File: config.mk
export PLATFORM = sky130hd
export DESIGN_NAME = acp_chan
export DESIGN_NICKNAME = d
export VERILOG_FILES = /design/src/logic/acp_pkg.sv /design/src/logic/acp_sync.sv /design/src/logic/acp_crc.sv /design/src/logic/acp_chan.sv
export SDC_FILE = /design/constraint.sdc
export NUM_CORES = 1
export LEC_CHECK = 0
export ABC_AREA = 1
export BUFFER_PORTS_ARGS = -buffer_cell sky130_fd_sc_hd__buf_2
export CORE_ASPECT_RATIO = 1.5
export CORE_UTILIZATION = 50
export CTS_BUF_LIST = sky130_fd_sc_hd__clkbuf_8 sky130_fd_sc_hd__clkbuf_16
export DETAILED_ROUTE_END_ITERATION = 10
export GPL_TIMING_DRIVEN = 1
export PLACE_DENSITY = 0.75
export SYNTH_ARGS = -nofsm -noshare
export SYNTH_HDL_FRONTEND = slang
export SYNTH_SLANG_ARGS = --single-unit
File: constraint.sdc
create_clock -name i_clk -period 2.35 [get_ports i_clk]
set_input_delay 0.705 -clock i_clk [delete_from_list [all_inputs] [get_ports i_clk]]
set_output_delay 0.705 -clock i_clk [all_outputs]
set_load 0.005 [all_outputs]
File: src/logic/acp_pkg.sv
// Shared constants and types for the ATA channel port
package acp_pkg;
  // ************************************************************
  // Widths
  // ************************************************************
  localparam int DATA_W  = 16;
  localparam int ADDR_W  = 3;
  localparam int BE_W    = 4;
  localparam int CNT_W   = 8;
  localparam int PRES_W  = 8;
  localparam int CTL_W   = 4;

  // ************************************************************
  // Timing
  // ************************************************************
  localparam int CLK_PS       = 5000;
  localparam int PRES_DLY_NS  = 1000;
  localparam int PRES_CYC     =
    (PRES_DLY_NS * 1000 + CLK_PS - 1) / CLK_PS;
  localparam logic [PRES_W-1:0] PRES_LAST = PRES_W'(PRES_CYC - 1);

  // ************************************************************
  // Ultra DMA CRC
  // ************************************************************
  localparam logic [DATA_W-1:0] CRC_INIT = 16'h4abf;
  localparam logic [DATA_W-1:0] CRC_POLY = 16'h1021;

  // ************************************************************
  // Synchronised control and data inputs, bit positions
  // ************************************************************
  localparam int CI_CABLE = 0;
  localparam int CI_DMARQ = 1;
  localparam int CI_IRQ   = 2;
  localparam int CI_RDY   = 3;
  localparam int PRES_BIT = 7;

  // ************************************************************
  // Sequencer states
  // ************************************************************
  typedef enum logic [3:0] {
    ST_IDLE,
    ST_P_SET,
    ST_P_ACT,
    ST_P_REC,
    ST_D_ACK,
    ST_D_GAP,
    ST_D_ACT,
    ST_D_REC,
    ST_D_END,
    ST_U_RUN,
    ST_U_STOP,
    ST_U_CRC,
    ST_U_END
  } acp_state_t;
endpackage

File: src/logic/acp_sync.sv
// Three-stage input synchroniser with agreement filter
`timescale 1ns/1ps
module acp_sync #(
  parameter int W = 1
) (
  // Clock and reset
  input  wire logic         i_clk,
  input  wire logic         i_rst,
  // Asynchronous input and settled copy
  input  wire logic [W-1:0] i_d,
  output logic      [W-1:0] o_q
);
  typedef struct packed {
    logic [W-1:0] s1;
    logic [W-1:0] s2;
    logic [W-1:0] s3;
    logic [W-1:0] q;
  } acp_sync_regs_t;

  acp_sync_regs_t q;
  acp_sync_regs_t d;

  // Stage one feeds stage two only; change counts once 2 and 3 agree
  always_comb begin
    d    = q;
    d.s1 = i_d;
    d.s2 = q.s1;
    d.s3 = q.s2;
    d.q  = (q.s2 & ~(q.s2 ^ q.s3)) | (q.q & (q.s2 ^ q.s3));
  end

  always_ff @(posedge i_clk) begin
    if (i_rst) begin
      q <= '0;
    end else begin
      q <= d;
    end
  end

  assign o_q = q.q;
endmodule

File: src/logic/acp_crc.sv
// Ultra DMA burst CRC accumulator, one word per enable
`timescale 1ns/1ps
module acp_crc (
  // Clock and reset
  input  wire logic                      i_clk,
  input  wire logic                      i_rst,
  // Control and data
  input  wire logic                      i_clear,
  input  wire logic                      i_en,
  input  wire logic [acp_pkg::DATA_W-1:0] i_word,
  output logic      [acp_pkg::DATA_W-1:0] o_crc
);
  typedef struct packed {
    logic [acp_pkg::DATA_W-1:0] crc;
  } acp_crc_regs_t;

  acp_crc_regs_t q;
  acp_crc_regs_t d;

  function automatic logic [acp_pkg::DATA_W-1:0] step(
    input logic [acp_pkg::DATA_W-1:0] c,
    input logic [acp_pkg::DATA_W-1:0] w
  );
    logic [acp_pkg::DATA_W-1:0] r;
    logic                       fb;
    r = c;
    for (int i = acp_pkg::DATA_W - 1; i >= 0; i--) begin
      fb = r[acp_pkg::DATA_W-1] ^ w[i];
      r  = {r[acp_pkg::DATA_W-2:0], 1'b0};
      if (fb) begin
        r = r ^ acp_pkg::CRC_POLY;
      end
    end
    return r;
  endfunction

  always_comb begin
    d = q;
    if (i_clear) begin
      d.crc = acp_pkg::CRC_INIT;
    end else if (i_en) begin
      d.crc = step(q.crc, i_word);
    end
  end

  always_ff @(posedge i_clk) begin
    if (i_rst) begin
      q.crc <= acp_pkg::CRC_INIT;
    end else begin
      q <= d;
    end
  end

  assign o_crc = q.crc;
endmodule

File: src/logic/acp_chan.sv
// Host-end signalling for one parallel ATA channel
`timescale 1ns/1ps
// Overview of operation
// - Sixteen-bit data bus, low byte bits 7:0
// - Data bus driven from write strobe to end of recovery, and for Ultra CRC
// - Ultra DMA data valid on every strobe edge
// - Data bit 7 senses drive presence after reset
// - Two active-low command/control block selects
// - DMA acknowledge negates both selects, full words
// - Register address from address and byte enables
// - Read strobe idles high, pulses low
// - Write strobe idles high, pulses low
// - Read strobe is HSTROBE or host ready
// - Write strobe acts as STOP in Ultra
// - Cable input low 40, high 80 conductor
// - DMA acknowledge answers drive DMA request
// - CRC sent at burst end under acknowledge
// - Drive interrupt drives host interrupt output
// - PIO cycle held while drive ready low
// - Ready line is DSTROBE or drive ready
// - Drive reset follows reset or software bit
module acp_chan #(
  parameter int CNT_W = acp_pkg::CNT_W
) (
  // Clock and reset
  input  wire logic                       i_clk,
  input  wire logic                       i_rst,
  // PIO requests
  input  wire logic                       i_req,
  input  wire logic                       i_req_wr,
  input  wire logic                       i_req_ctl,
  input  wire logic [acp_pkg::ADDR_W-1:0] i_req_addr,
  input  wire logic [acp_pkg::BE_W-1:0]   i_req_be,
  input  wire logic [acp_pkg::DATA_W-1:0] i_req_wdata,
  // Timing and control
  input  wire logic [CNT_W-1:0]           i_pio_act,
  input  wire logic [CNT_W-1:0]           i_pio_rec,
  input  wire logic                       i_sw_drive_reset,
  // DMA requests
  input  wire logic                       i_dma_en,
  input  wire logic                       i_dma_wr,
  input  wire logic                       i_dma_ultra,
  input  wire logic [acp_pkg::DATA_W-1:0] i_dma_wdata,
  input  wire logic                       i_dma_wvalid,
  // Results and status
  output logic                            o_busy,
  output logic                            o_done,
  output logic      [acp_pkg::DATA_W-1:0] o_rdata,
  output logic      [acp_pkg::DATA_W-1:0] o_dma_rdata,
  output logic                            o_dma_rvalid,
  output logic                            o_dma_wtake,
  output logic                            o_cable_80,
  output logic                            o_dev_absent,
  // Channel pins
  input  wire logic [acp_pkg::DATA_W-1:0] i_chan_data_bus,
  output logic      [acp_pkg::DATA_W-1:0] o_chan_data_bus,
  output logic                            o_chan_data_bus_oe,
  output logic                            o_chan_cmd_block_sel_n,
  output logic                            o_chan_ctl_block_sel_n,
  output logic      [acp_pkg::ADDR_W-1:0] o_chan_reg_addr,
  output logic                            o_chan_read_strobe_n,
  output logic                            o_chan_write_strobe_n,
  output logic                            o_chan_dma_ack_n,
  output logic                            o_chan_drive_reset_n,
  input  wire logic                       i_chan_cable_type_n,
  input  wire logic                       i_chan_dma_req,
  input  wire logic                       i_chan_drive_irq,
  input  wire logic                       i_chan_drive_ready,
  // Host interrupt, open drain
  output logic                            o_host_irq_n,
  output logic                            o_host_irq_oe
);
  typedef struct packed {
    acp_pkg::acp_state_t          st;
    logic [CNT_W-1:0]             cnt;
    logic                         wr;
    logic                         ultra;
    logic                         pend;
    logic                         rdy_last;
    logic [acp_pkg::PRES_W-1:0]   pres_cnt;
    logic                         pres_done;
    logic                         absent;
    logic                         busy;
    logic                         done;
    logic [acp_pkg::DATA_W-1:0]   rdata;
    logic [acp_pkg::DATA_W-1:0]   dma_rdata;
    logic                         rvalid;
    logic                         wtake;
    logic                         cable80;
    logic [acp_pkg::DATA_W-1:0]   dd;
    logic                         dd_oe;
    logic                         cs0_n;
    logic                         cs1_n;
    logic [acp_pkg::ADDR_W-1:0]   da;
    logic                         rd_n;
    logic                         wr_n;
    logic                         ack_n;
    logic                         rst_n;
    logic                         irq_n;
    logic                         irq_oe;
  } acp_chan_regs_t;

  acp_chan_regs_t q;
  acp_chan_regs_t d;

  logic [acp_pkg::DATA_W-1:0] dd_s;
  logic [acp_pkg::CTL_W-1:0]  ctl_s;
  logic [acp_pkg::DATA_W-1:0] crc_val;
  logic [acp_pkg::DATA_W-1:0] crc_word;
  logic                       crc_clr;
  logic                       crc_en;
  logic                       cable_s;
  logic                       dmarq_s;
  logic                       irq_s;
  logic                       rdy_s;
  logic                       cnt_z;
  logic                       dstb_edge;

  // ************************************************************
  // Helpers
  // ************************************************************
  // Lowest enabled lane picks the byte register inside the block
  function automatic logic [acp_pkg::ADDR_W-1:0] reg_addr(
    input logic [acp_pkg::ADDR_W-1:0] a,
    input logic [acp_pkg::BE_W-1:0]   be
  );
    logic [1:0] lane;
    lane = 2'h0;
    if (be[0]) begin
      lane = 2'h0;
    end else if (be[1]) begin
      lane = 2'h1;
    end else if (be[2]) begin
      lane = 2'h2;
    end else if (be[3]) begin
      lane = 2'h3;
    end
    return {a[2], lane};
  endfunction

  // Load value for a count of n cycles, never below one
  function automatic logic [CNT_W-1:0] ld(input logic [CNT_W-1:0] n);
    return (n == '0) ? '0 : n - 1'b1;
  endfunction

  // ************************************************************
  // Input synchronisers and CRC
  // ************************************************************
  acp_sync #(.W(acp_pkg::DATA_W)) u_dd_sync (
    .i_clk (i_clk),
    .i_rst (i_rst),
    .i_d   (i_chan_data_bus),
    .o_q   (dd_s)
  );

  acp_sync #(.W(acp_pkg::CTL_W)) u_ctl_sync (
    .i_clk (i_clk),
    .i_rst (i_rst),
    .i_d   ({i_chan_drive_ready, i_chan_drive_irq,
             i_chan_dma_req, i_chan_cable_type_n}),
    .o_q   (ctl_s)
  );

  acp_crc u_crc (
    .i_clk   (i_clk),
    .i_rst   (i_rst),
    .i_clear (crc_clr),
    .i_en    (crc_en),
    .i_word  (crc_word),
    .o_crc   (crc_val)
  );

  assign cable_s   = ctl_s[acp_pkg::CI_CABLE];
  assign dmarq_s   = ctl_s[acp_pkg::CI_DMARQ];
  assign irq_s     = ctl_s[acp_pkg::CI_IRQ];
  assign rdy_s     = ctl_s[acp_pkg::CI_RDY];
  assign cnt_z     = (q.cnt == '0);
  assign dstb_edge = (rdy_s != q.rdy_last);

  // ************************************************************
  // Sequencer
  // ************************************************************
  always_comb begin
    d          = q;
    d.done     = 1'b0;
    d.rvalid   = 1'b0;
    d.wtake    = 1'b0;
    d.rdy_last = rdy_s;
    crc_clr    = 1'b0;
    crc_en     = 1'b0;
    crc_word   = q.dd;
    d.irq_n    = ~irq_s;
    d.irq_oe   = irq_s;
    d.cable80  = cable_s;
    d.rst_n    = ~i_sw_drive_reset;
    if (!cnt_z) begin
      d.cnt = q.cnt - 1'b1;
    end
    // Pull-down leaves bit 7 low when no drive answers
    if (!q.pres_done) begin
      if (q.pres_cnt == acp_pkg::PRES_LAST) begin
        d.pres_done = 1'b1;
        d.absent    = ~dd_s[acp_pkg::PRES_BIT];
      end else begin
        d.pres_cnt = q.pres_cnt + 1'b1;
      end
    end
    unique case (q.st)
      acp_pkg::ST_IDLE: begin
        if (i_req && q.pres_done) begin
          d.st    = acp_pkg::ST_P_SET;
          d.wr    = i_req_wr;
          d.da    = reg_addr(i_req_addr, i_req_be);
          d.cs0_n = i_req_ctl;
          d.cs1_n = ~i_req_ctl;
          d.dd    = i_req_wdata;
        end else if (i_dma_en && dmarq_s && q.pres_done) begin
          d.st    = acp_pkg::ST_D_ACK;
          d.ack_n = 1'b0;
          d.cs0_n = 1'b1;
          d.cs1_n = 1'b1;
          d.wr    = i_dma_wr;
          d.ultra = i_dma_ultra;
          d.pend  = 1'b0;
          d.cnt   = ld(i_pio_rec);
          crc_clr = 1'b1;
        end
      end
      acp_pkg::ST_P_SET: begin
        d.st  = acp_pkg::ST_P_ACT;
        d.cnt = ld(i_pio_act);
        if (q.wr) begin
          d.wr_n  = 1'b0;
          d.dd_oe = 1'b1;
        end else begin
          d.rd_n = 1'b0;
        end
      end
      acp_pkg::ST_P_ACT: begin
        // Stretch the strobe while the drive holds ready low
        if (cnt_z && rdy_s) begin
          d.rd_n = 1'b1;
          d.wr_n = 1'b1;
          d.st   = acp_pkg::ST_P_REC;
          d.cnt  = ld(i_pio_rec);
          if (!q.wr) begin
            d.rdata = dd_s;
          end
        end
      end
      acp_pkg::ST_P_REC: begin
        if (cnt_z) begin
          d.dd_oe = 1'b0;
          d.cs0_n = 1'b1;
          d.cs1_n = 1'b1;
          d.done  = 1'b1;
          d.st    = acp_pkg::ST_IDLE;
        end
      end
      acp_pkg::ST_D_ACK: begin
        if (cnt_z) begin
          if (q.ultra) begin
            d.st   = acp_pkg::ST_U_RUN;
            d.wr_n = 1'b0;
            d.rd_n = q.wr;
          end else begin
            d.st = acp_pkg::ST_D_GAP;
          end
        end
      end
      acp_pkg::ST_D_GAP: begin
        if (!i_dma_en || !dmarq_s) begin
          d.st = acp_pkg::ST_D_END;
        end else if (!q.wr || i_dma_wvalid) begin
          d.st  = acp_pkg::ST_D_ACT;
          d.cnt = ld(i_pio_act);
          if (q.wr) begin
            d.dd    = i_dma_wdata;
            d.dd_oe = 1'b1;
            d.wr_n  = 1'b0;
            d.wtake = 1'b1;
          end else begin
            d.rd_n = 1'b0;
          end
        end
      end
      acp_pkg::ST_D_ACT: begin
        if (cnt_z) begin
          d.rd_n = 1'b1;
          d.wr_n = 1'b1;
          d.st   = acp_pkg::ST_D_REC;
          d.cnt  = ld(i_pio_rec);
          if (!q.wr) begin
            d.dma_rdata = dd_s;
            d.rvalid    = 1'b1;
          end
        end
      end
      acp_pkg::ST_D_REC: begin
        if (cnt_z) begin
          d.dd_oe = 1'b0;
          d.st    = acp_pkg::ST_D_GAP;
        end
      end
      acp_pkg::ST_D_END: begin
        d.ack_n = 1'b1;
        d.done  = 1'b1;
        d.st    = acp_pkg::ST_IDLE;
      end
      acp_pkg::ST_U_RUN: begin
        if ((!i_dma_en || !dmarq_s) && !q.pend) begin
          d.st   = acp_pkg::ST_U_STOP;
          d.wr_n = 1'b1;
          d.rd_n = 1'b1;
          d.cnt  = ld(i_pio_rec);
        end else if (q.wr) begin
          // Data set up first, the strobe toggles a count later
          if (q.pend && cnt_z) begin
            d.rd_n = ~q.rd_n;
            d.pend = 1'b0;
            d.cnt  = ld(i_pio_rec);
            crc_en = 1'b1;
          end else if (!q.pend && cnt_z && !rdy_s
                       && i_dma_wvalid) begin
            d.dd    = i_dma_wdata;
            d.dd_oe = 1'b1;
            d.wtake = 1'b1;
            d.pend  = 1'b1;
            d.cnt   = ld(i_pio_act);
          end
        end else if (dstb_edge) begin
          d.dma_rdata = dd_s;
          d.rvalid    = 1'b1;
          crc_en      = 1'b1;
          crc_word    = dd_s;
        end
      end
      acp_pkg::ST_U_STOP: begin
        if (cnt_z) begin
          d.dd    = crc_val;
          d.dd_oe = 1'b1;
          d.st    = acp_pkg::ST_U_CRC;
          d.cnt   = ld(i_pio_rec);
        end
      end
      acp_pkg::ST_U_CRC: begin
        if (cnt_z) begin
          d.ack_n = 1'b1;
          d.st    = acp_pkg::ST_U_END;
          d.cnt   = ld(i_pio_rec);
        end
      end
      acp_pkg::ST_U_END: begin
        if (cnt_z) begin
          d.dd_oe = 1'b0;
          d.done  = 1'b1;
          d.st    = acp_pkg::ST_IDLE;
        end
      end
    endcase
    d.busy = (d.st != acp_pkg::ST_IDLE);
  end

  always_ff @(posedge i_clk) begin
    if (i_rst) begin
      q       <= '0;
      q.cs0_n <= 1'b1;
      q.cs1_n <= 1'b1;
      q.rd_n  <= 1'b1;
      q.wr_n  <= 1'b1;
      q.ack_n <= 1'b1;
      q.irq_n <= 1'b1;
      q.rst_n <= 1'b0;
    end else begin
      q <= d;
    end
  end

  // ************************************************************
  // Outputs
  // ************************************************************
  assign o_busy                 = q.busy;
  assign o_done                 = q.done;
  assign o_rdata                = q.rdata;
  assign o_dma_rdata            = q.dma_rdata;
  assign o_dma_rvalid           = q.rvalid;
  assign o_dma_wtake            = q.wtake;
  assign o_cable_80             = q.cable80;
  assign o_dev_absent           = q.absent;
  assign o_chan_data_bus        = q.dd;
  assign o_chan_data_bus_oe     = q.dd_oe;
  assign o_chan_cmd_block_sel_n = q.cs0_n;
  assign o_chan_ctl_block_sel_n = q.cs1_n;
  assign o_chan_reg_addr        = q.da;
  assign o_chan_read_strobe_n   = q.rd_n;
  assign o_chan_write_strobe_n  = q.wr_n;
  assign o_chan_dma_ack_n       = q.ack_n;
  assign o_chan_drive_reset_n   = q.rst_n;
  assign o_host_irq_n           = q.irq_n;
  assign o_host_irq_oe          = q.irq_oe;
endmodule

==> results.cfg <==
[synth]
yosysUniqueCellTypes = 54
yosys_warnings = 0
synth_area_per_cell_um2 = 6.94
asyncSetResetFlopFracSynth_pct = 0
postSynthRegisterBits = 187
post_synth_inst_count = 1366
synth.net_count = 1457
syn_area_um2 = 9480
edff_count_synth = 0
dominantRegCellSynth = dfxtp_1
yosysSeqAreaShare_pct = 39.5

[cells_and_area]
most_common_cell_after_layout_fill_and_taps_aside = nand2_1
sequential_cell_area_um2 = 3750
design_area_um2 = 11900
combined_area_of_the_multi_input_logic_cells_um2 = 4550
layout.nets = 1656
antenna-diode-count = 0
final_cell_mix = nand2_1, inv_1, dfxtp_1, nor2_1, buf_2
final_layout_size_suffix_gt1_share_pct = 25.8
flow.area_growth_from_synthesis_pct = 25.0
num-fill-cells = 1709

[power]
peakVddDrop_mv = 0.539
pwr_density_cell_nw_per_um2 = 756
power.combinational.fraction_pct = 28.5
power_report.internal_total_w = 0.00599
power.net_switching_w = 0.00297
power.switching_fraction_pct = 33.2
proportion_of_power_drawn_by_flip_flops_and_latches_pct = 38.5
leakage_nw = 5.70
clkPwrFrac_pct = 33.0

[placement]
portBuffers = 148
place_hpwl_um = 19900
gp_congestion = 0.985
area_after_detailed_placement_um2 = 10900

[detailed_routing]
wl_per_cell_um = 14.8
top_layer = met4
vias = 9512
drt_pass1_iterations = 5
antenna_violating_nets_post_route = 0
drt-total-wl_um = 27100
route.detailed.vias_per_inst = 5.20
met3RoutedLength_um = 1370
post-route-drc-count = 0
drtIter0Drc = 541
met2_length_um = 13400
wire_length_the_detailed_router_placed_on_met1_um = 10700

[clock_network]
clock_sink_count = 187
max-clock-path-buffers = 2
h-tree-depth = 4
ctsRootBufferMaster = clkbuf_16
clk_transition_reported_paths_ns = 0.08
clk-insertion-delay-late_ns = 0.44
tritoncts.num_buffers = 17
cts_tree = yes

[sta]
setup_tns_ns = 0
number_of_slew_limit_violations_in_the_final_report = 0
timing_worst_slew_pin_value_ns = 0.446
setup_viol = 0
layout_worst_path_cycle_share_pct = 96.2
fin_worst_hold_slack_ns = 0.403
post-route-min-period_ns = 2.26
worst_clock_skew_ns = 0.0125
maxSlewHeadroom_pct = 70.2
final_hold_viol_count = 0
rsz0062_at_grt = true
fmax_mhz = 443

[floorplan]
design.core.area_um2 = 18500
initial_utilization_pct = 51.1
die_height_um = 171
rows = 61
die_area_um2 = 19500
die_w_um = 114
floorplan.io_pins = 151

[critical_path]
timing.critical_path.required_ns = 2.70
worst_setup_path_start_kind = flop
crit_path_dat_ns = 2.61
crit_fanout = 6
critPathCaptureType = flop
critPathKind = reg -> reg

[global_route]
total_congestion_overflow = 0
grtUsageTotal_pct = 27.7
antenna_violations_before_repair = 0
grt_pass1_vias = 8929
grt_start_max_net_pins = 66
grt_first_pass_wirelength_um = 42200

[outcome]
outcome = complete, no violations

[run]
maxCapViolCount = 0

[hold_path]
hold_path.class = reg -> reg
-- metrics by stage --
stage               utilization (%)  std cells  setup WS, ns  power [W]
finish                         63.9       1830        0.0903    0.00896
global placement               58.8       1785        -0.356    0.00588
detailed placement             58.8       1785        -0.394    0.00589
CTS                            62.1       1817        0.0243    0.00884
global route                   63.9       1830       -0.0817    0.00940
floorplan                         -       1366        0.0130    0.00490
-- critical path, cell delays in order, from the launching register on --
cell	delay (ns)
dfxtp_4	0.37
inv_2	0.05
nor2_4	0.22
nand3_4	0.12
nor2_4	0.20
buf_6	0.13
nand2_1	0.06
o21ai_2	0.08
nand2_1	0.08
nand2_2	0.10
buf_4	0.12
buf_4	0.10
xor2_1	0.19
nand3b_1	0.13
nand3_1	0.11
nand2_1	0.07
inv_1	0.03
-- path summary, 6_finish.rpt --
| path | slack (ns) | depth (start not counted) | to | start |
|---|---|---|---|---|
| worst max-delay path | 0.09 | 16 | u_crc.o_crc[13]$_SDFFE_PP0P_ | q[90]$_SDFF_PP0_ |
| worst min-delay path | 0.40 | 2 | u_dd_sync.d[23]$_SDFF_PP0_ | u_dd_sync.d[39]$_SDFF_PP0_ |
| worst max register to register | 0.09 | 16 | u_crc.o_crc[13]$_SDFFE_PP0P_ | q[90]$_SDFF_PP0_ |
| worst min register to register | 0.40 | 2 | u_dd_sync.d[23]$_SDFF_PP0_ | u_dd_sync.d[39]$_SDFF_PP0_ |
-- logic make-up (layout without fill, tap and decap cells) --
kind of cell	count (synthesis)	in the layout	share of synthesized area, %
and+or+nand+nor	565	565	26.6
xor gates and xnor gates	15	15	1.39
adders and majority gates	6	6	0.792
AOI/OAI and AO/OA	290	290	17.4
DFF	187	187	39.5
buffers and inverters	303	515	14.3
-- cell usage after synthesis (5+ instances only) --
cell type / n / area share [%]
a21oi_1: 102 / 5.4
ha_1: 6 / 0.79
nand2_2: 25 / 1.6
nand3_1: 65 / 3.4
nand3b_1: 7 / 0.55
inv_2: 9 / 0.36
or2_2: 6 / 0.40
nand4_1: 14 / 0.92
xor2_1: 12 / 1.1
inv_1: 203 / 8.0
clkbuf_1: 29 / 1.1
nand2_1: 250 / 9.9
nor3_1: 11 / 0.58
o211ai_1: 12 / 0.95
nor2_1: 161 / 6.4
nor3b_1: 5 / 0.40
o21ai_1: 9 / 0.47
dfxtp_1: 187 / 39
buf_4: 51 / 4.0
a31oi_1: 10 / 0.66
a22oi_1: 6 / 0.47
o21ai_0: 109 / 5.8
a221oi_1: 13 / 1.2
-- area by class of cell --
cell class	instances	area share, %
Tap cell	252	2.66
Timing Repair Buffer	271	15.4
Clock inverter	14	1.48
Clock buffer	18	3.71
Sequential cell	187	31.7
Inverter	212	6.72
Multi-Input combinational cell	876	38.4
-- timing repair --
item                                    in CTS  in global routing
buffers inserted                             0                  9
endpoints found under the setup margin       0                 44
hold buffers                                 0                  0
resized for setup                            0                 64
-- power groups by stage --
stage | logic (W) | registers [W] | clock network (W)
finish | 0.00256 | 0.00345 | 0.00295
detailed placement | 0.00237 | 0.00352 | 0
CTS | 0.00239 | 0.00345 | 0.00300
global route | 0.00282 | 0.00347 | 0.00311
global placement | 0.00236 | 0.00352 | 0
floorplan | 0.00138 | 0.00352 | 0
-- routing by layer --
layer	vias to the layer above	GRT usage [%]
met2	335	49.7
li1	4765	-
met5	-	0
met1	4303	30.2
met4	0	18.1
met3	109	3.75
(Power assumes the default switching activity.)
